## config.mk

```make
export PLATFORM = sky130hd
export DESIGN_NAME = slpi_phy
export DESIGN_NICKNAME = d
export VERILOG_FILES = /design/src/slpi_pkg.sv /design/src/slpi_fifo.sv /design/src/slpi_phy.sv
export SDC_FILE = /design/constraint.sdc
export NUM_CORES = 1
export LEC_CHECK = 0
export BUFFER_PORTS_ARGS = -buffer_cell sky130_fd_sc_hd__clkbuf_2
export CORE_AREA = 2 2 176 178
export DETAILED_ROUTE_END_ITERATION = 6
export DIE_AREA = 0 0 178 180
export GPL_TIMING_DRIVEN = 0
export HOLD_SLACK_MARGIN = 0.12
export PLACE_DENSITY = 0.76
export SYNTH_ARGS = -nofsm -noshare
export SYNTH_HDL_FRONTEND = slang
export SYNTH_SLANG_ARGS = --single-unit
```

## constraint.sdc

```tcl
create_clock -name clk_i -period 12.56 [get_ports clk_i]
set_clock_uncertainty 0.1 [all_clocks]
set_input_delay 1.884 -clock clk_i [delete_from_list [all_inputs] [get_ports clk_i]]
set_output_delay 1.884 -clock clk_i [all_outputs]
set_load 0.05 [all_outputs]
```

## src/slpi_pkg.sv

```systemverilog
//------------------------------------------------------------------------------
//------------------------------------------------------------------------------
package slpi_pkg;

    // Control codes driven by this side.
    localparam logic [1:0] CTL_IDLE   = 2'h0;
    localparam logic [1:0] CTL_STATUS = 2'h1;
    localparam logic [1:0] CTL_RECV   = 2'h2;
    localparam logic [1:0] CTL_GRANT  = 2'h3;
    // Control codes driven by the link.
    localparam logic [1:0] CTL_HOLD   = 2'h1;
    localparam logic [1:0] CTL_XMIT   = 2'h2;

    // Request types.
    localparam logic [2:0] REQ_IMM   = 3'h0;
    localparam logic [2:0] REQ_ISO   = 3'h1;
    localparam logic [2:0] REQ_PRI   = 3'h2;
    localparam logic [2:0] REQ_FAIR  = 3'h3;
    localparam logic [2:0] REQ_RD    = 3'h4;
    localparam logic [2:0] REQ_WR    = 3'h5;
    localparam logic [2:0] REQ_ACCEL = 3'h6;
    localparam logic [2:0] REQ_RSVD  = 3'h7;

    // Speed codes.
    localparam logic [2:0] SPD_S100 = 3'h0;
    localparam logic [2:0] SPD_S200 = 3'h2;
    localparam logic [2:0] SPD_S400 = 3'h4;

    // Request bits counted after the start bit, up to but not including the stop bit.
    localparam logic [4:0] LEN_TYPE  = 5'h03;
    localparam logic [4:0] LEN_BUS   = 5'h06;
    localparam logic [4:0] LEN_RD    = 5'h07;
    localparam logic [4:0] LEN_WR    = 5'h0f;
    localparam logic [4:0] LEN_ACCEL = 5'h04;

    // Status word is sent two bits per interface clock.
    localparam logic [2:0] STAT_LAST_CHUNK = 3'h7;

    // Interface clock period and the half period in system clocks.
    localparam int LCLK_PERIOD_PS = 20345;
    localparam int CLK_PERIOD_PS  = 4000;
    localparam int LCLK_HALF_CYC  = (LCLK_PERIOD_PS + 2 * CLK_PERIOD_PS - 1) / (2 * CLK_PERIOD_PS);

    typedef enum logic [2:0] {
        P_IDLE  = 3'b000,
        P_STAT  = 3'b001,
        P_RECV  = 3'b010,
        P_GRANT = 3'b011,
        P_LINK  = 3'b100
    } slpi_phase_e;

    typedef struct packed {
        logic       last;
        logic [7:0] data;
    } slpi_word_s;

    typedef struct packed {
        logic [1:0] ctl;
        logic [7:0] d;
        logic       link_service_request_line;
        logic       pwr;
    } slpi_pin_in_s;

    typedef struct packed {
        logic       sclk;
        logic [1:0] ctl;
        logic       ctl_oe;
        logic [7:0] d;
        logic       d_oe;
    } slpi_pin_out_s;

endpackage

```

## src/slpi_fifo.sv

```systemverilog
`timescale 1ns/100ps
`default_nettype none
module slpi_fifo #(
    parameter int W     = 9,
    parameter int DEPTH = 16
) (
    input  wire logic         clk_i,
    input  wire logic         rst_i,
    input  wire logic         in_valid_i,
    input  wire logic [W-1:0] in_data_i,
    output logic              in_ready_o,
    output logic              out_valid_o,
    output logic      [W-1:0] out_data_o,
    input  wire logic         out_ready_i
);
    localparam int AW = $clog2(DEPTH);

    initial begin
        if (DEPTH < 2 || (1 << AW) != DEPTH) begin
            $error("slpi_fifo: DEPTH must be a power of two, at least 2");
        end
    end

    logic [W-1:0] mem [DEPTH];
    logic [AW-1:0] wp_reg;
    logic [AW-1:0] rp_reg;
    logic [AW:0]   cnt_reg;
    logic [AW:0]   cnt_next;
    logic          push;
    logic          pop;

    assign push        = in_valid_i && in_ready_o;
    assign pop         = out_valid_o && out_ready_i;
    assign out_valid_o = cnt_reg != '0;
    assign out_data_o  = mem[rp_reg];
    assign cnt_next    = cnt_reg + (AW+1)'(push) - (AW+1)'(pop);

    always_ff @(posedge clk_i or posedge rst_i) begin
        if (rst_i) begin
            wp_reg     <= '0;
            rp_reg     <= '0;
            cnt_reg    <= '0;
            in_ready_o <= 1'b0;
        end else begin
            wp_reg     <= wp_reg + AW'(push);
            rp_reg     <= rp_reg + AW'(pop);
            cnt_reg    <= cnt_next;
            in_ready_o <= cnt_next != (AW+1)'(DEPTH);
        end
    end

    always_ff @(posedge clk_i) begin
        if (push) begin
            mem[wp_reg] <= in_data_i;
        end
    end
endmodule
`default_nettype wire

```

## src/slpi_phy.sv

```systemverilog
`timescale 1ns/100ps
`default_nettype none
module slpi_phy #(
    parameter int LCLK_HALF  = slpi_pkg::LCLK_HALF_CYC,
    parameter int FIFO_DEPTH = 16
) (
    input  wire logic                    clk_i,
    input  wire logic                    rst_i,
    input  wire slpi_pkg::slpi_pin_in_s  pins_i,
    output slpi_pkg::slpi_pin_out_s      pins_o,
    input  wire logic                    rx_valid_i,
    input  wire slpi_pkg::slpi_word_s    rx_word_i,
    input  wire logic [2:0]              rx_speed_i,
    output logic                         rx_ready_o,
    input  wire logic                    stat_req_i,
    input  wire logic                    arb_win_i,
    output logic                         req_pend_o,
    output logic [2:0]                   req_type_o,
    output logic                         accel_o,
    output logic                         tx_valid_o,
    output logic [7:0]                   tx_data_o,
    output logic                         tx_end_o
);
    initial begin
        if (LCLK_HALF < 2 || LCLK_HALF > 4) begin
            $error("slpi_phy: LCLK_HALF must lie in 2..4");
        end
    end

    localparam logic [1:0] HALF_M1 = 2'(LCLK_HALF - 1);

    typedef struct packed {
        slpi_pkg::slpi_pin_in_s  pin_s1;
        slpi_pkg::slpi_pin_in_s  pin_s2;
        logic [1:0]              div;
        slpi_pkg::slpi_pin_out_s po;
        slpi_pkg::slpi_phase_e   st;
        logic                    lr_busy;
        logic [4:0]              lr_cnt;
        logic [15:0]             lr_sh;
        logic [2:0]              lr_type;
        logic                    req_pend;
        logic [2:0]              req_type;
        logic [2:0]              req_spd;
        logic                    rd_pend;
        logic [3:0]              rd_addr;
        logic                    stat_pend;
        logic                    accel;
        logic [15:0][7:0]        regs;
        logic [15:0]             st_sh;
        logic [2:0]              st_cnt;
        logic [2:0]              rx_spd;
        logic [7:0]              rx_sh;
        logic [3:0]              rx_left;
        logic                    rx_last;
        logic [2:0]              tx_spd;
        logic [7:0]              tx_sh;
        logic [3:0]              tx_cnt;
        logic                    tx_valid;
        logic [7:0]              tx_data;
        logic                    tx_end;
    } slpi_state_s;

    slpi_state_s         s_reg;
    slpi_state_s         s_next;
    logic                tick;
    logic                pop;
    logic                fifo_valid;
    slpi_pkg::slpi_word_s fifo_word;

    function automatic logic [3:0] lane_bits(input logic [2:0] spd);
        unique case (spd)
            slpi_pkg::SPD_S100: lane_bits = 4'h2;
            slpi_pkg::SPD_S200: lane_bits = 4'h4;
            slpi_pkg::SPD_S400: lane_bits = 4'h8;
            default:            lane_bits = 4'h0;
        endcase
    endfunction

    // Top bits of a byte on the high-numbered lanes, the rest driven low.
    function automatic logic [7:0] emit(input logic [7:0] b, input logic [3:0] l);
        unique case (l)
            4'h2:    emit = {b[7:6], 6'h00};
            4'h4:    emit = {b[7:4], 4'h0};
            default: emit = b;
        endcase
    endfunction

    function automatic logic [4:0] req_len(input logic [2:0] t);
        unique case (t)
            slpi_pkg::REQ_RD:    req_len = slpi_pkg::LEN_RD;
            slpi_pkg::REQ_WR:    req_len = slpi_pkg::LEN_WR;
            slpi_pkg::REQ_ACCEL: req_len = slpi_pkg::LEN_ACCEL;
            default:             req_len = slpi_pkg::LEN_BUS;
        endcase
    endfunction

    slpi_fifo #(
        .W     (9),
        .DEPTH (FIFO_DEPTH)
    ) u_rx_fifo (
        .clk_i       (clk_i),
        .rst_i       (rst_i),
        .in_valid_i  (rx_valid_i),
        .in_data_i   (rx_word_i),
        .in_ready_o  (rx_ready_o),
        .out_valid_o (fifo_valid),
        .out_data_o  (fifo_word),
        .out_ready_i (pop)
    );

    always_comb begin
        logic [15:0] nb;
        logic [4:0]  cnt1;
        logic [3:0]  sa;
        logic [3:0]  l;
        logic [7:0]  tb;
        nb     = {s_reg.lr_sh[14:0], s_reg.pin_s2.link_service_request_line};
        cnt1   = s_reg.lr_cnt + 5'h01;
        sa     = 4'h0;
        l      = 4'h0;
        tb     = 8'h00;
        s_next = s_reg;
        tick   = 1'b0;
        pop    = 1'b0;
        s_next.pin_s1    = pins_i;
        s_next.pin_s2    = s_reg.pin_s1;
        s_next.tx_valid  = 1'b0;
        s_next.tx_end    = 1'b0;
        s_next.stat_pend = s_reg.stat_pend || stat_req_i;
        if (!s_reg.pin_s2.pwr) begin
            s_next.div      = 2'h0;
            s_next.po       = '0;
            s_next.st       = slpi_pkg::P_IDLE;
            s_next.lr_busy  = 1'b0;
            s_next.req_pend = 1'b0;
            s_next.rd_pend  = 1'b0;
        end else begin
            if (s_reg.div == HALF_M1) begin
                s_next.div     = 2'h0;
                s_next.po.sclk = !s_reg.po.sclk;
                tick           = !s_reg.po.sclk;
            end else begin
                s_next.div = s_reg.div + 2'h1;
            end
        end
        if (tick) begin
            if (!s_reg.lr_busy) begin
                if (s_reg.pin_s2.link_service_request_line) begin
                    s_next.lr_busy = 1'b1;
                    s_next.lr_cnt  = 5'h00;
                    s_next.lr_sh   = 16'h0000;
                end
            end else begin
                s_next.lr_sh  = nb;
                s_next.lr_cnt = cnt1;
                if (cnt1 == slpi_pkg::LEN_TYPE) begin
                    s_next.lr_type = nb[2:0];
                    if (nb[2:0] == slpi_pkg::REQ_RSVD) begin
                        s_next.lr_busy = 1'b0;
                    end
                end else if (cnt1 == req_len(s_reg.lr_type)) begin
                    s_next.lr_busy = 1'b0;
                    unique case (s_reg.lr_type)
                        slpi_pkg::REQ_RD: begin
                            s_next.rd_pend = 1'b1;
                            s_next.rd_addr = nb[3:0];
                        end
                        slpi_pkg::REQ_WR: begin
                            s_next.regs[nb[11:8]] = nb[7:0];
                        end
                        slpi_pkg::REQ_ACCEL: begin
                            s_next.accel = nb[0];
                        end
                        default: begin
                            if (!(s_reg.st == slpi_pkg::P_RECV
                                  && (s_reg.lr_type == slpi_pkg::REQ_FAIR
                                      || s_reg.lr_type == slpi_pkg::REQ_PRI))) begin
                                s_next.req_pend = 1'b1;
                                s_next.req_type = s_reg.lr_type;
                                s_next.req_spd  = nb[2:0];
                            end
                        end
                    endcase
                end
            end
            unique case (s_reg.st)
                slpi_pkg::P_IDLE: begin
                    s_next.po.ctl    = slpi_pkg::CTL_IDLE;
                    s_next.po.d      = 8'h00;
                    s_next.po.ctl_oe = 1'b1;
                    s_next.po.d_oe   = 1'b1;
                    if (s_reg.rd_pend || s_reg.stat_pend) begin
                        sa = s_reg.rd_pend ? s_reg.rd_addr : 4'h0;
                        if (s_reg.rd_pend) begin
                            s_next.rd_pend = 1'b0;
                        end else begin
                            s_next.stat_pend = stat_req_i;
                        end
                        s_next.st     = slpi_pkg::P_STAT;
                        s_next.po.ctl = slpi_pkg::CTL_STATUS;
                        s_next.po.d   = {sa[3:2], 6'h00};
                        s_next.st_sh  = {sa[1:0], s_reg.regs[sa], 6'h00};
                        s_next.st_cnt = 3'h0;
                    end else if (fifo_valid) begin
                        pop           = 1'b1;
                        s_next.st     = slpi_pkg::P_RECV;
                        s_next.po.ctl = slpi_pkg::CTL_RECV;
                        s_next.rx_spd = (lane_bits(rx_speed_i) == 4'h0) ? slpi_pkg::SPD_S100
                                                                          : rx_speed_i;
                        if (s_next.req_type == slpi_pkg::REQ_FAIR
                            || s_next.req_type == slpi_pkg::REQ_PRI) begin
                            s_next.req_pend = 1'b0;
                        end
                    end else if (s_reg.req_pend && arb_win_i) begin
                        s_next.st       = slpi_pkg::P_GRANT;
                        s_next.po.ctl   = slpi_pkg::CTL_GRANT;
                        s_next.tx_spd   = s_reg.req_spd;
                        s_next.req_pend = 1'b0;
                    end
                end
                slpi_pkg::P_STAT: begin
                    if (s_reg.st_cnt == slpi_pkg::STAT_LAST_CHUNK) begin
                        s_next.st     = slpi_pkg::P_IDLE;
                        s_next.po.ctl = slpi_pkg::CTL_IDLE;
                        s_next.po.d   = 8'h00;
                    end else begin
                        s_next.po.d   = {s_reg.st_sh[15:14], 6'h00};
                        s_next.st_sh  = {s_reg.st_sh[13:0], 2'h0};
                        s_next.st_cnt = s_reg.st_cnt + 3'h1;
                    end
                end
                slpi_pkg::P_RECV: begin
                    l = lane_bits(s_reg.rx_spd);
                    if (s_reg.rx_left != 4'h0) begin
                        s_next.po.d    = emit(s_reg.rx_sh, l);
                        s_next.rx_sh   = s_reg.rx_sh << l;
                        s_next.rx_left = s_reg.rx_left - l;
                    end else if (!s_reg.rx_last && fifo_valid) begin
                        pop = 1'b1;
                    end else begin
                        s_next.st     = slpi_pkg::P_IDLE;
                        s_next.po.ctl = slpi_pkg::CTL_IDLE;
                        s_next.po.d   = 8'h00;
                    end
                end
                slpi_pkg::P_GRANT: begin
                    // hand both buses to the link
                    s_next.st        = slpi_pkg::P_LINK;
                    s_next.po.ctl    = slpi_pkg::CTL_IDLE;
                    s_next.po.d      = 8'h00;
                    s_next.po.ctl_oe = 1'b0;
                    s_next.po.d_oe   = 1'b0;
                    s_next.tx_cnt    = 4'h0;
                end
                slpi_pkg::P_LINK: begin
                    l = lane_bits(s_reg.tx_spd);
                    unique case (s_reg.pin_s2.ctl)
                        slpi_pkg::CTL_XMIT: begin
                            if (l != 4'h0) begin
                                tb            = (s_reg.tx_sh << l) | (s_reg.pin_s2.d >> (4'h8 - l));
                                s_next.tx_sh  = tb;
                                s_next.tx_cnt = s_reg.tx_cnt + l;
                                if (s_reg.tx_cnt + l == 4'h8) begin
                                    s_next.tx_valid = 1'b1;
                                    s_next.tx_data  = tb;
                                    s_next.tx_cnt   = 4'h0;
                                end
                            end
                        end
                        slpi_pkg::CTL_IDLE: begin
                            s_next.st        = slpi_pkg::P_IDLE;
                            s_next.tx_end    = 1'b1;
                            s_next.po.ctl_oe = 1'b1;
                            s_next.po.d_oe   = 1'b1;
                        end
                        // hold keeps the link as owner
                        default: begin
                            s_next.st = slpi_pkg::P_LINK;
                        end
                    endcase
                end
                default: begin
                    s_next.st = slpi_pkg::P_IDLE;
                end
            endcase
            if (pop) begin
                l              = lane_bits(s_next.rx_spd);
                s_next.rx_last = fifo_word.last;
                s_next.po.d    = emit(fifo_word.data, l);
                s_next.rx_sh   = fifo_word.data << l;
                s_next.rx_left = 4'h8 - l;
            end
        end
    end

    always_ff @(posedge clk_i or posedge rst_i) begin
        if (rst_i) begin
            s_reg <= '0;
        end else begin
            s_reg <= s_next;
        end
    end

    assign pins_o     = s_reg.po;
    assign req_pend_o = s_reg.req_pend;
    assign req_type_o = s_reg.req_type;
    assign accel_o    = s_reg.accel;
    assign tx_valid_o = s_reg.tx_valid;
    assign tx_data_o  = s_reg.tx_data;
    assign tx_end_o   = s_reg.tx_end;

    //--------------------------------------------------------------------------
    // Checks
    //--------------------------------------------------------------------------
    a_clock_high_time: assert property (@(posedge clk_i) disable iff (rst_i || !s_reg.pin_s2.pwr)
        $rose(s_reg.po.sclk) |-> s_reg.po.sclk[*3] ##1 !s_reg.po.sclk)
        else $error("interface clock high time wrong");
    a_ctl_on_edge: assert property (@(posedge clk_i) disable iff (rst_i || !s_reg.pin_s2.pwr)
        $changed(s_reg.po.ctl) |-> $rose(s_reg.po.sclk))
        else $error("control changed away from a rising edge");
    a_recv_lanes_low: assert property (@(posedge clk_i) disable iff (rst_i)
        (s_reg.st == slpi_pkg::P_RECV && s_reg.rx_spd == slpi_pkg::SPD_S100) |-> s_reg.po.d[5:0] == 6'h00)
        else $error("unused lanes not low during S100 receive");
    a_stat_lanes_low: assert property (@(posedge clk_i) disable iff (rst_i)
        (s_reg.st == slpi_pkg::P_STAT) |-> (s_reg.po.d[5:0] == 6'h00 && s_reg.po.ctl == slpi_pkg::CTL_STATUS))
        else $error("status transfer drives wrong code or lanes");
    a_grant_release: assert property (@(posedge clk_i) disable iff (rst_i)
        (s_reg.st == slpi_pkg::P_GRANT && tick) |=> (!s_reg.po.ctl_oe && !s_reg.po.d_oe ##1 s_reg.st == slpi_pkg::P_LINK))
        else $error("buses not released after grant");
    a_stat_cause: assert property (@(posedge clk_i) disable iff (rst_i)
        $rose(s_reg.st == slpi_pkg::P_STAT) |-> $past(s_reg.rd_pend || s_reg.stat_pend))
        else $error("status transfer without cause");
    a_recv_code: assert property (@(posedge clk_i) disable iff (rst_i)
        (s_reg.st == slpi_pkg::P_RECV) |-> (s_reg.po.ctl == slpi_pkg::CTL_RECV && s_reg.po.ctl_oe))
        else $error("receive without receive code");
    a_grant_cause: assert property (@(posedge clk_i) disable iff (rst_i)
        $rose(s_reg.st == slpi_pkg::P_GRANT) |-> $past(s_reg.req_pend && arb_win_i) && !s_reg.req_pend)
        else $error("grant without a won bus request");
    a_fair_lost: assert property (@(posedge clk_i) disable iff (rst_i)
        (s_reg.st == slpi_pkg::P_RECV && s_reg.req_pend) |->
            (s_reg.req_type != slpi_pkg::REQ_FAIR && s_reg.req_type != slpi_pkg::REQ_PRI))
        else $error("fair or priority request survived receive");
endmodule
`default_nettype wire

```

; ---- Yosys cells after proc, flatten, opt, wreduce, memory -nomap -nowiden
; Memory sizes are Yosys's and may differ from the RTL's.
; Index checks and enable logic that the tools add are counted.
[word_totals]
mem_count = 1
ramBits = 144
inputBits = 29
regBits = 283
[mem_list]
columns = memory, words, word_bits, read_ports, rd_ports_with_merged_regs, write_ports, line_no
row1 = u_rx_fifo.mem, 16, 9, 1, 0, 1, slpi_fifo.sv:24  ; logic [W-1:0] mem [DEPTH];
[op_classes]
n_bitwise = 4
eq_ne = 43
order_cmp = 3
n_reduce_logical = 41
mux = 120
shift = 4
n_addsub = 11
[ops]
columns = operator, n
row1 = 129-bit 2-to-1 mux, 3
row2 = 242-bit 2-to-1 mux, 1
row3 = 128-bit bitwise mux, 1
row4 = 128-bit 2-to-1 mux, 1
row5 = 8-bit 2-to-1 mux, 8
row6 = 4-bit case mux with 3 select lines, 5
row7 = 3-bit 2-to-1 mux, 17
row8 = 12-bit 2-to-1 mux, 4
row9 = 22-bit 2-to-1 mux, 2
row10 = 4-bit 2-to-1 mux, 11
row11 = 21-bit 2-to-1 mux, 2
row12 = 19-bit 2-to-1 mux, 2
row13 = 19-bit case mux with 2 select lines, 1
row14 = 8-bit binary-select mux with 4-bit select, 1
row15 = 8-bit demux with 4-bit select, 1
row16 = 8-bit case mux with 4 select lines, 1
row17 = 1-bit 2-to-1 mux, 31
row18 = "3-bit by 2-bit == test with 1-bit output, second input constant", 10
row19 = "3-bit == test, second input constant", 10
row20 = 15-bit 2-to-1 mux, 2
row21 = 13-bit 2-to-1 mux, 2
row22 = 5-bit AND reduction, 5
row23 = 6-bit case mux with 2 select lines, 2
row24 = 8-bit by 4-bit left shift with 8-bit output, 3
row25 = 49 further kinds, 100

; ---- Logic depth before layout (Yosys ltp)
; Gate-level depths: netlist of run 1.
[depth]
word_depth = 20
ltp_mapped = 15

; ---- Hierarchy
; A second synthesis of run 1 with hierarchy kept.
[unflattened]
cells_unflattened = 1330
hier_area_um2 = 18851.8
[modules_own_cells]
columns = module, area_each_um2, n_inst, cells_per_inst, seq_area_each_um2
row1 = slpi_phy, 12570.8, 1, 1021, 6456.2
row2 = slpi_fifo, 6281.0, 1, 309, 4674.5

; ---- Worst setup path after synthesis of run 1
; Ideal clock, no wire load.
[synth_path]
path_type = input-to-reg
start = in rx_valid_i
end = mem u_rx_fifo.mem[0][0], enable pin
arrival_time_ps = 3350
n_path_buf = 1
required_ps = 12073
cell_stages = 4
setup_slack_ps = 8723
path_cell_list = and2_1 clkbuf_1 or3b_2 nor3_1
[synth_between]
elab_chain_cells = 3
[synth_rtl]
columns = element, line_no
row1 = "start, declared", slpi_phy.sv:11  ; input wire logic rx_valid_i,
row2 = 1-bit logical AND, slpi_fifo.sv:32  ; assign push = in_valid_i && in_ready_o;
row3 = 1-bit 2-to-1 mux, slpi_fifo.sv:53  ; if (push) begin
row4 = 1-bit 2-to-1 mux (implied by the code), slpi_fifo.sv:54  ; mem[wp_reg] <= in_data_i;
row5 = "end, declared", slpi_fifo.sv:24
; Every way passes these cells.

; ---- Worst setup path after layout of run 1
[layout_path]
start = reg s_reg, in the netlist pins_o[12]
end = reg u_rx_fifo.in_ready_o
[layout_between]
elab_chain_cells = 7
[layout_rtl]
columns = element, line_no
row1 = "start, declared", slpi_phy.sv:64  ; slpi_state_s s_reg;
row2 = "start signal, assigned", slpi_phy.sv:301  ; s_reg <= s_next;
row3 = 1-bit zero test, slpi_phy.sv:142  ; tick = !s_reg.po.sclk;
row4 = 1-bit 2-to-1 mux, slpi_phy.sv:139  ; if (s_reg.div == HALF_M1) begin
row5 = 1-bit 2-to-1 mux, slpi_phy.sv:131  ; if (!s_reg.pin_s2.pwr) begin
row6 = 1-bit 2-to-1 mux, slpi_phy.sv:147  ; if (tick) begin
row7 = 1-bit logical AND, slpi_fifo.sv:33  ; assign pop = out_valid_o && out_ready_i;
row8 = 5-bit by 1-bit subtractor with 5-bit output, slpi_fifo.sv:36  ; assign cnt_next = cnt_reg + (AW+1)'(push) - (AW+1)'(pop);
row9 = named net u_rx_fifo.cnt_next[4], slpi_fifo.sv:28  ; logic [AW:0] cnt_next;
row10 = 5-bit inequality test, slpi_fifo.sv:48  ; in_ready_o <= cnt_next != (AW+1)'(DEPTH);
row11 = "end signal, assigned", slpi_fifo.sv:48
row12 = "end, declared", slpi_fifo.sv:11  ; output logic in_ready_o,
; The timed path passes the listed nets, and every way through them passes these cells.
; A chain may end at the register's enable or synchronous reset.

==> metrics.md, run 1 <==
| Metric | Value |
|---|---|
| Share of the yosys chip area belonging to registers | around 60% |
| Sequential share of power | just over 50% |
| Main synth FF type | dfrtp_1 |
| DR vias/cell | 6.27 |
| Worst endpoint required time | 12.88 ns |
| Multi-input gate area | 6860 µm² |
| Worst Path Arrival | 4.35 ns |
| Post-DP HPWL | 27,100 µm |
| Leak | roughly 8.8 nW |
| Tmin final | a little over 4 ns |
| First-pass GRT wire length | 65,200 µm |
| Die Span X | about 180 µm |
| Proportion of synthesized area in mux cells | 18.6% |
| Overflow after GRT | 0 |
| Worst slack, placed | 8.32 ns |
| Int Power | 0.00228 W |
| Final Slew Violations | 0 |
| Hold Crit Start | s_next[254] |
| Layout cells sized above 1 | 28.7% |
| Sequential Area | 11,100 µm² |
| Clk pwr share | 39.6% |
| Final worst path period share | about a third |
| Initial Utilization | between 60% and 70% |
| Kind of start point of the critical path | flip-flop |
| Hold Path Depth | 0 |
| Post-route ant nets | 0 |
| Most frequent cells in the layout | dfrtp_1, mux2_2, edfxtp_1 |
| Total track usage | 26.3% |
| Max incr delay on CP | 0.55 ns |
| Initial antenna violation count | 0 |
| Xor and xnor area share after synthesis | less than 1% |
| IO Pins | 58 |
| Fraction of synthesis flops using an asynchronous set or reset pin | 65.4% |
| Final worst slack | 8.53 ns |
| Sw Ratio | between 20% and 30% |
| Worst Hold End | s_reg[254] |
| Ys Warns | 0 |
| Final setup viols | 0 |
| Slowest-stage cell, CP | nor3b_2 |
| CTS Hold Bufs | 0 |
| Syn avg cell area | 14.1 µm² |
| Endpoint class of the critical path | flip-flop |
| Post-Synth Simple-Gate Area | 8.64% |
| Max transition margin | 20.8% |
| Synthesized area | 18,500 µm² |
| Yosys reg bits | roughly 420 |
| Syn nets | 1,361 |
| Post-synth EDFFs | 144 |
| Ant diodes | 0 |
| Comb pwr share | 9.6% |
| Pwr Density | 146 nW/µm² |
| Post-CTS Setup Inserts | 0 |
| Total die area | 32,000 µm² |
| Max Cap Violations | 0 |
| CTS buffer count | 43 |
| First-pass iteration count of the detailed router | 7 |
| Latest clock arrival within the worst-skew pair | 0.56 ns |
| Die Y | 180 µm |
| Outcome | completed |
| FILL cells | ~2,100 |
| Synth Area in Adders | 1.47% |
| Setup TNS | 0 ns |
| H-tree Lvls | 2 |
| CTS max path bufs | 3 |
| Critical Path Fanout Max | 10 |
| Worst Hold Class | flip-flop to flip-flop |
| RSZ-0062 raised after global routing | false |
| Reg2reg end | u_rx_fifo.in_ready_o |
| Complex-gate fraction of the synthesized area | under 10% |
| Fmax | 248 MHz |
| GP Congestion | 0.913 |
| Routed vias | 11,600 |
| Nets | ~1,500 |
| Count of port buffers added during placement | 57 |
| FF-to-FF Start | pins_o[12] |
| Synth Instances | 1,312 |
| DRC Markers | 0 |
| Worst IR drop on VDD | 0.000153 V |
| Clk slew on worst S/H paths | 0.06 ns |
| Worst reg2reg setup slack | 8.53 ns |
| Initial DRC count | 1,092 |
| Wire length per cell | between 20 and 25 µm |
| Hold WS | between 0.2 and 0.25 ns |
| Main combinational cell family by area after synthesis | multiplexers |
| Setup CP Type | flip-flop to flip-flop |
| Cell chain of the critical path | nor3b_2 -> and2_0 -> clkbuf_1 -> nand2_1 -> inv_1 -> ha_1 -> inv_1 -> ha_1 -> fa_1 -> a21oi_1 -> nor2_1 -> nor2_1 -> xnor2_1 -> nand3b_1 |
| Cells on worst reg2reg path | 14 |
| Std cell rows | 64 |
| Placeable Area | 30,200 µm² |
| Fin. Hold Viols | 0 |
| Synth cell types | 86 |
| Root Buffer | clkbuf_16 |
| Commonest non-fill, non-tap cell in the layout | dfrtp_1 |
| Slew of the pin with the lowest slew margin | 1.18 ns |
| Post-CTS Resized | 0 |
| Clock sinks | about 420 |
| Largest net degree at the start of global routing | 115 |
| Sw power | 0.000744 W |
| WL final | 40,800 µm |
| Area Growth Syn to Fin | 11.8% |
| Vias in the first global route | 11,600 |
| CTS tree | built |
cell families after synthesis:
| family | Yosys count |
|---|---|
| multiplexers | 246 |
| XOR/XNOR | 18 |
| AO/OA/AOI/OAI | 200 |
| flip-flops | 416 |
| AND/OR/NAND/NOR | 296 |
| adder cells (fa/ha/maj) | 20 |
| buffers and inverters | 116 |
cell type report:
| type | count | share of cell area (%) |
|---|---|---|
| multi-input cells | 780 | 33.1 |
| inverters | 25 | 0.489 |
| well taps | 396 | 2.39 |
| clock buffers | 64 | 5.96 |
| flip-flops and latches | 416 | 53.7 |
| repair buffers | 59 | 1.64 |
| plain buffers | 91 | 2.22 |
| clock inverters | 11 | 0.459 |
power groups by stage:
| stage | clock (W) | combinational, W | sequential [W] |
|---|---|---|---|
| 2_1_floorplan | 0 | 0.000200 | 0.00155 |
| 3_3_place_gp | 0 | 0.000274 | 0.00156 |
| 3_5_place_dp | 0 | 0.000288 | 0.00156 |
| 4_1_cts | 0.00121 | 0.000291 | 0.00154 |
| 5_1_grt | 0.00127 | 0.000321 | 0.00155 |
| 6_report | 0.00120 | 0.000289 | 0.00154 |
worst max-delay path: cells and delay by family, from the launching register on:
kind / cells / cell delay [ns]
compound gates: 1 / 0.18
xor+xnor: 1 / 0.17
fa+ha+maj: 3 / 0.77
buf+inv: 3 / 0.80
flops: 1 / 0.43
simple gates: 6 / 1.44
Yosys cell counts, types with 10 or more instances:
cell type  number  share of area, %
dfrtp_1       272                37
mux2_2        150               9.1
edfxtp_1      144                23
nand2_1        99               2.0
mux4_2         64               7.8
nor2_1         57               1.2
o21ai_0        49               1.3
clkbuf_1       44              0.89
a21oi_1        43               1.2
mux2i_1        32               1.7
nand3_1        32              0.86
inv_1          25              0.51
buf_4          24              0.97
nor3_1         19              0.51
ha_1           17               1.1
a22o_1         15              0.71
buf_2          15              0.41
a22oi_1        11              0.45
xnor2_1        11              0.52
nor2b_1        10              0.34
through the flow:
step	cells	util [%]	power, W	area, µm²
2_1_floorplan	1312	-	0.00175	18500
6_report	1842	68.6	0.00302	20700
5_1_grt	1842	68.6	0.00313	20700
3_5_place_dp	1767	64.2	0.00185	19400
4_1_cts	1842	68.6	0.00304	20700
3_3_place_gp	1765	63.9	0.00183	19300
worst max-delay path by stage:
| stage | startpoint | to | slack, ns |
|---|---|---|---|
| global placement | rst_i | u_rx_fifo.wp_reg[0] | 0.37 |
| CTS | pins_o[12] | u_rx_fifo.in_ready_o | 8.61 |
| finish | pins_o[12] | u_rx_fifo.in_ready_o | 8.53 |
| global route | pins_o[12] | u_rx_fifo.in_ready_o | 8.32 |
| detailed placement | rx_valid_i | u_rx_fifo.mem[3][0] | 8.32 |
| floorplan | rst_i | async pin | 3.08 |
layer usage:
metal	global-route usage (%)	part of all wire, %	vias to the layer above
met1	37.8	42	5880
met2	41.9	48	466
met5	0	0	-
met4	8.10	2.9	0
met3	4.08	6.7	97
li1	-	-	5113
Note: power is estimated with default switching activity, not from simulation.
==> run 2: changes to the inputs <==
==> constraint.sdc (replaced) <==
create_clock -name clk_i -period 3.74 [get_ports clk_i]
set_clock_uncertainty 0.1 [all_clocks]
set_input_delay 0.561 -clock clk_i [delete_from_list [all_inputs] [get_ports clk_i]]
set_output_delay 0.561 -clock clk_i [all_outputs]
set_load 0.05 [all_outputs]
==> metrics.md, run 2 (synthesis results as in run 1) <==
| Metric | Value |
|---|---|
| DR vias/cell | 6.27 (about the same) |
| FILL cells | 2,006 (was 2,075) |
| Max transition margin | 25.7% (was 20.8%) |
| Wire length per cell | 22.7 µm (was 22.1 µm) |
| Most frequent cells in the layout | dfrtp_1, mux2_2, edfxtp_1 (unchanged) |
| Overflow after GRT | 0 (unchanged) |
| Routed vias | 11,700 (was 11,600) |
| Root Buffer | clkbuf_16 (unchanged) |
| Hold WS | 0.136 ns (was 0.249 ns) |
| Commonest non-fill, non-tap cell in the layout | dfrtp_1 (unchanged) |
| Tmin final | 3.57 ns (was 4.03 ns) |
| Initial DRC count | 1,084 (was 1,092) |
| Final setup viols | 0 (unchanged) |
| Kind of start point of the critical path | flip-flop (unchanged) |
| CTS tree | built (unchanged) |
| Sw power | 0.00262 W (was 0.000744 W) |
| Leak | 9.01 nW (was 8.82 nW) |
| Placeable Area | 30,200 µm² (unchanged) |
| IO Pins | 58 (unchanged) |
| Max Cap Violations | 0 (unchanged) |
| Initial Utilization | 61.4% (unchanged) |
| Vias in the first global route | 12,000 (was 11,600) |
| WL final | 42,600 µm (was 40,800 µm) |
| Final Slew Violations | 0 (unchanged) |
| First-pass GRT wire length | 67,400 µm (was 65,200 µm) |
| Largest net degree at the start of global routing | 45 (was 115) |
| First-pass iteration count of the detailed router | 7 (unchanged) |
| Endpoint class of the critical path | flip-flop (unchanged) |
| Sequential share of power | 49.4% (was 50.9%) |
| Latest clock arrival within the worst-skew pair | 0.57 ns (was 0.56 ns) |
| Die Span X | 178 µm (unchanged) |
| Clk slew on worst S/H paths | 0.06 ns (about the same) |
| GP Congestion | 0.901 (was 0.913) |
| Area Growth Syn to Fin | 14.0% (was 11.8%) |
| Outcome | finished with violations (was completed) |
| Critical Path Fanout Max | 10 (unchanged) |
| CTS buffer count | 43 (unchanged) |
| Pwr Density | 496 nW/µm² (was 146 nW/µm²) |
| Fin. Hold Viols | 0 (unchanged) |
| Layout cells sized above 1 | 29.7% (was 28.7%) |
| H-tree Lvls | 2 (unchanged) |
| Worst endpoint required time | 4.10 ns (was 12.88 ns) |
| Sw Ratio | 25.1% (was 24.6%) |
| Std cell rows | 64 (unchanged) |
| Violated checks | DRC |
| Setup CP Type | flip-flop to flip-flop (unchanged) |
| Total track usage | 27.4% (was 26.3%) |
| Cells after DPL | 1,772 (was 1,767) |
| CTS max path bufs | 3 (unchanged) |
| Post-route ant nets | 0 (unchanged) |
| Int Power | 0.00784 W (was 0.00228 W) |
| Finished Core Util | 69.9% (was 68.6%) |
| Count of port buffers added during placement | 57 (unchanged) |
| Clock sinks | 416 (unchanged) |
| Clk pwr share | 40.8% (was 39.6%) |
| Worst Hold Class | primary input to flip-flop (was flip-flop to flip-flop) |
| Worst Path Arrival | 3.93 ns (was 4.35 ns) |
| DRC Markers | 2 (was 0) |
| Nets | 1,490 (was 1,465) |
| Comb pwr share | 9.7% (was 9.6%) |
| Die Y | 180 µm (unchanged) |
| Post-DP HPWL | 27,900 µm (was 27,100 µm) |
| Final worst slack | 0.166 ns (was 8.53 ns) |
| Slew of the pin with the lowest slew margin | 1.11 ns (was 1.18 ns) |
| Worst slack, placed | -0.252 ns (was 8.32 ns) |
| Total die area | 32,000 µm² (unchanged) |
| Final worst path period share | 95.6% (was 32.1%) |
| Ant diodes | 0 (unchanged) |
| Final Non-Filler Cells | 1,872 (was 1,842) |
| Fmax | 280 MHz (was 248 MHz) |
| Initial antenna violation count | 0 (unchanged) |
| Worst IR drop on VDD | 0.000553 V (was 0.000153 V) |
-- run 2: changes by cell type in the layout (fill, tap and decap cells not counted), moves of 2 or more --
| cell | delta |
|---|---|
| buf_16 | -2 |
| clkbuf_1 | -8 |
| dlygate4sd3_1 | +13 |
| buf_12 | +6 |
| clkinv_8 | -2 |
| nor4_2 | -2 |
| bufinv_16 | +2 |
| nor4_4 | +2 |
| buf_4 | +7 |
| clkinv_2 | +8 |
| clkbuf_2 | +2 |
| clkinv_16 | +2 |
-- run 2: path summary, 6_finish.rpt --
kind,depth (start not counted),slack [ns],to,start
worst max-delay path,8,0.17,s_reg[32],u_rx_fifo.rp_reg[2]
worst min-delay path,2,0.14,s_reg[189],stat_req_i
worst max register to register,8,0.17,s_reg[32],u_rx_fifo.rp_reg[2]
worst min register to register,0,0.24,s_reg[254],s_next[254]
max in group asynchronous,7,1.46,s_reg[37],rst_i
min in group asynchronous,3,0.60,s_reg[224],rst_i
-- run 2: critical path, stage by stage, from the launching register on --
cell and delay [ns]:
dfrtp_1 0.34, clkbuf_1 0.58, clkbuf_1 0.63, mux4_2 0.44, nand3_1 0.11, nand2_1 0.08, a221oi_1 0.73, mux2i_1 0.17
a31o_2 0.27
-- run 2: per-layer routing --
| metal | up-vias | GRT usage [%] | part of all wire, % |
|---|---|---|---|
| met5 | - | 0 | 0 |
| met4 | 0 | 8.75 | 2.9 |
| met3 | 100 | 5.20 | 7.7 |
| met2 | 546 | 43.9 | 48 |
| met1 | 5924 | 38.4 | 41 |
| li1 | 5162 | - | - |
-- run 2: through the flow --
step	power (W)	TNS, ns	area (µm²)
6_report	0.0105	0	21100
5_1_grt	0.0108	-0.0229	21100
4_1_cts	0.0105	0	21000
3_5_place_dp	0.00624	-0.362	19500
3_3_place_gp	0.00616	-537.31	19300
2_1_floorplan	0.00589	-140.47	18500
-- run 2: power by group through the flow --
stage | Sequential, W | Clock (W) | Combinational [W]
3_3_place_gp | 0.00523 | 0 | 0.000924
3_5_place_dp | 0.00525 | 0 | 0.000987
2_1_floorplan | 0.00522 | 0 | 0.000672
6_report | 0.00518 | 0.00427 | 0.00102
4_1_cts | 0.00517 | 0.00431 | 0.00101
5_1_grt | 0.00520 | 0.00452 | 0.00113
-- run 2: repair_timing --
item / in CTS / in global routing
setup buffers: 0 / 7
hold endpoints to repair: 49 / 0
pin swaps: 0 / 2
hold buffers: 13 / 0
endpoints found under the setup margin: 2 / 2
resized for setup: 3 / 4
-- run 2: cell type report --
class                           instances  area [µm²]  area share, %
Multi-Input combinational cell        780        6890           32.6
Timing Repair Buffer                   84         599           2.84
Clock inverter                         22         226           1.07
Buffer                                 91         462           2.19
Clock buffer                           58        1210           5.74
Tap cell                              396         495           2.35
Inverter                               25        97.6          0.462
Sequential cell                       416       11100           52.7
==> run 3: changes to the inputs <==
--- a/config.mk
+++ b/config.mk
@@ -11,7 +11,7 @@
 export DIE_AREA = 0 0 178 180
 export GPL_TIMING_DRIVEN = 0
 export HOLD_SLACK_MARGIN = 0.12
-export PLACE_DENSITY = 0.76
+export PLACE_DENSITY = 0.9
 export SYNTH_ARGS = -nofsm -noshare
 export SYNTH_HDL_FRONTEND = slang
 export SYNTH_SLANG_ARGS = --single-unit
==> metrics.md, run 3 (synthesis results as in run 1) <==
| Metric | Value |
|---|---|
| Met3 WL | 3090 µm (was 3270 µm) |
| Hold WS | 0.158 ns (was 0.136 ns) |
| Area Growth Syn to Fin | 13.1% (was 14.0%) |
| Final Instance Area | 21,000 µm² (was 21,100 µm²) |
| CTS max path bufs | 3 (unchanged) |
| Worst IR drop on VDD | 0.000462 V (was 0.000553 V) |
| Cell chain of the critical path | clkbuf_2 -> nor4_4 -> a22oi_1 -> nor2_4 -> nand2_1 -> inv_1 -> ha_1 -> inv_1 -> ha_1 -> fa_1 -> a21oi_1 -> nor2_1 -> nor2_1 -> xnor2_1 -> nand3b_1 (was clkbuf_1 -> clkbuf_1 -> mux4_2 -> nand3_1 -> nand2_1 -> a221oi_1 -> mux2i_1 -> a31o_2) |
| Comb pwr share | 10.2% (was 9.7%) |
| Layout cells sized above 1 | 29.2% (was 29.7%) |
| Clock sinks | 416 (unchanged) |
| Root Buffer | clkbuf_16 (unchanged) |
| Kind of start point of the critical path | flip-flop (unchanged) |
| Slew of the pin with the lowest slew margin | 1.21 ns (was 1.11 ns) |
| Wire length per cell | 23.6 µm (was 22.7 µm) |
| CTS buffer count | 41 (was 43) |
| Max incr delay on CP | 0.42 ns (was 0.73 ns) |
| H-tree Lvls | 2 (unchanged) |
| Fmax | 286 MHz (was 280 MHz) |
| Worst endpoint required time | 4.05 ns (was 4.10 ns) |
| Top Metal Used | met4 (unchanged) |
| Initial Utilization | 61.4% (unchanged) |
| Die Span X | 178 µm (unchanged) |
| Pwr Density | 485 nW/µm² (was 496 nW/µm²) |
| Overflow after GRT | 0 (unchanged) |
| Commonest non-fill, non-tap cell in the layout | dfrtp_1 (unchanged) |
| GP Congestion | 0.892 (was 0.901) |
| IO Pins | 58 (unchanged) |
| Finished Core Util | 69.4% (was 69.9%) |
| Placeable Area | 30,200 µm² (unchanged) |
| Routed vias | 12,000 (was 11,700) |
| Max transition margin | 18.9% (was 25.7%) |
| DR vias/cell | 6.45 (was 6.27) |
| Most frequent cells in the layout | dfrtp_1, mux2_2, edfxtp_1 (unchanged) |
| Worst Path Arrival | 3.80 ns (was 3.93 ns) |
| Routed met2 length | 22,300 µm (was 20,500 µm) |
| Clk pwr share | 38.9% (was 40.8%) |
| Fin. Hold Viols | 0 (unchanged) |
| Area post-placement | 19,500 µm² (about the same) |
| Post-route ant nets | 0 (unchanged) |
| First-pass iteration count of the detailed router | 7 (unchanged) |
| Latest clock arrival within the worst-skew pair | 0.53 ns (was 0.57 ns) |
| DRC Markers | 0 (was 2) |
| Vias in the first global route | 12,600 (was 12,000) |
| Initial antenna violation count | 1 (was 0) |
| Sequential share of power | 51.0% (was 49.4%) |
| Final Slew Violations | 0 (unchanged) |
| Total track usage | 27.9% (was 27.4%) |
| Tmin final | 3.50 ns (was 3.57 ns) |
| Initial DRC count | 1,081 (was 1,084) |
| Count of port buffers added during placement | 57 (unchanged) |
| Largest net degree at the start of global routing | 45 (unchanged) |
| Sw Ratio | 24.6% (was 25.1%) |
| Total die area | 32,000 µm² (unchanged) |
| Sw power | 0.00250 W (was 0.00262 W) |
| Clk slew on worst S/H paths | 0.06 ns (about the same) |
| WL final | 43,800 µm (was 42,600 µm) |
| Std cell rows | 64 (unchanged) |
| Die Y | 180 µm (unchanged) |
| Ant diodes | 0 (unchanged) |
| First-pass GRT wire length | 69,200 µm (was 67,400 µm) |
| Setup CP Type | flip-flop to flip-flop (unchanged) |
| Endpoint class of the critical path | flip-flop (unchanged) |
| Critical Path Fanout Max | 9 (was 10) |
| Int Power | 0.00767 W (was 0.00784 W) |
| Worst Hold Class | primary input to flip-flop (unchanged) |
| Nets | 1,487 (was 1,490) |
| Slowest-stage cell, CP | fa_1 (was a221oi_1) |
| Leak | 8.93 nW (was 9.01 nW) |
| Final setup viols | 0 (unchanged) |
| Final worst path period share | 93.5% (was 95.6%) |
| Met1 Wirelength | 16,900 µm (was 17,500 µm) |
| CTS tree | built (unchanged) |
| Max Cap Violations | 0 (unchanged) |
| RSZ-0062 raised after global routing | false |
| Post-DP HPWL | 29,200 µm (was 27,900 µm) |
| Outcome | completed (was finished with violations) |
## run 3: cell types whose count changed in the layout (fill, tap and decap cells not counted), sizes merged
cell | previous run | this run
buf | 60 | 58
clkinvlp | 1 | 2
bufinv | 2 | 1
clkinv | 19 | 7
clkbuf | 160 | 159
## run 3: metal layers
metal | track usage [%] | vias up
met1 | 37.0 | 6093
met4 | 10.7 | 0
met3 | 4.78 | 137
met5 | 0 | -
li1 | - | 5149
met2 | 46.4 | 599
## run 3: worst max-delay path: cells and delay by family, from the launching register on
| family | cells | cell delay, ns |
|---|---|---|
| DFF | 1 | 0.36 |
| AOI/OAI and AO/OA | 2 | 0.39 |
| adders and majority gates | 3 | 0.79 |
| and+or+nand+nor | 6 | 1.15 |
| xor gates and xnor gates | 1 | 0.17 |
| buffers and inverters | 3 | 0.40 |
## run 3: what timing repair did
action / 4_1_cts / 5_1_grt
pin swaps: 0 / 1
resized for setup: 1 / 8
setup endpoints to repair: 2 / 5
hold buffers: 13 / 0
setup buffers: 0 / 6
hold endpoints to repair: 32 / 0
## run 3: power by group through the flow
| stage | Sequential, W | Combinational (W) | Clock [W] |
|---|---|---|---|
| after floorplan | 0.00522 | 0.000672 | 0 |
| after global placement | 0.00523 | 0.000906 | 0 |
| after detailed placement | 0.00526 | 0.000991 | 0 |
| after CTS | 0.00518 | 0.00102 | 0.00397 |
| after global routing | 0.00520 | 0.00114 | 0.00416 |
| final | 0.00518 | 0.00103 | 0.00395 |
## run 3: path summary, 6_finish.rpt
kind / from / endpoint / slack (ns) / depth (start not counted)
setup / recovery: s_reg[229] / u_rx_fifo.in_ready_o / 0.24 / 15
hold / removal: stat_req_i / s_reg[189] / 0.16 / 2
setup reg to reg: s_reg[229] / u_rx_fifo.in_ready_o / 0.24 / 15
hold reg to reg: s_next[247] / s_reg[247] / 0.24 / 0
max in group asynchronous: rst_i / u_rx_fifo.rp_reg[2] / 1.64 / 7
min in group asynchronous: rst_i / async pin / 0.52 / 3
## run 3: cell type report
cell class | count | area, µm²
clock buffer | 56 | 1180
buffer | 91 | 463
tap | 396 | 495
inverter | 25 | 97.6
fill | 1870 | 9240
sequential | 416 | 11100
timing repair buffer | 83 | 601
multi-input combinational | 780 | 6890
clock inverter | 10 | 83.8
## run 3: through the flow
stage | total power [W] | setup TNS [ns] | setup WS [ns] | cells
2_1_floorplan | 0.00589 | -140.47 | -0.516 | 1312
4_1_cts | 0.0102 | 0 | 0.0203 | 1851
5_1_grt | 0.0105 | 0 | 0.0150 | 1857
3_3_place_gp | 0.00614 | -508.23 | -1.89 | 1765
3_5_place_dp | 0.00625 | -0.179 | -0.155 | 1772
6_report | 0.0102 | 0 | 0.245 | 1857
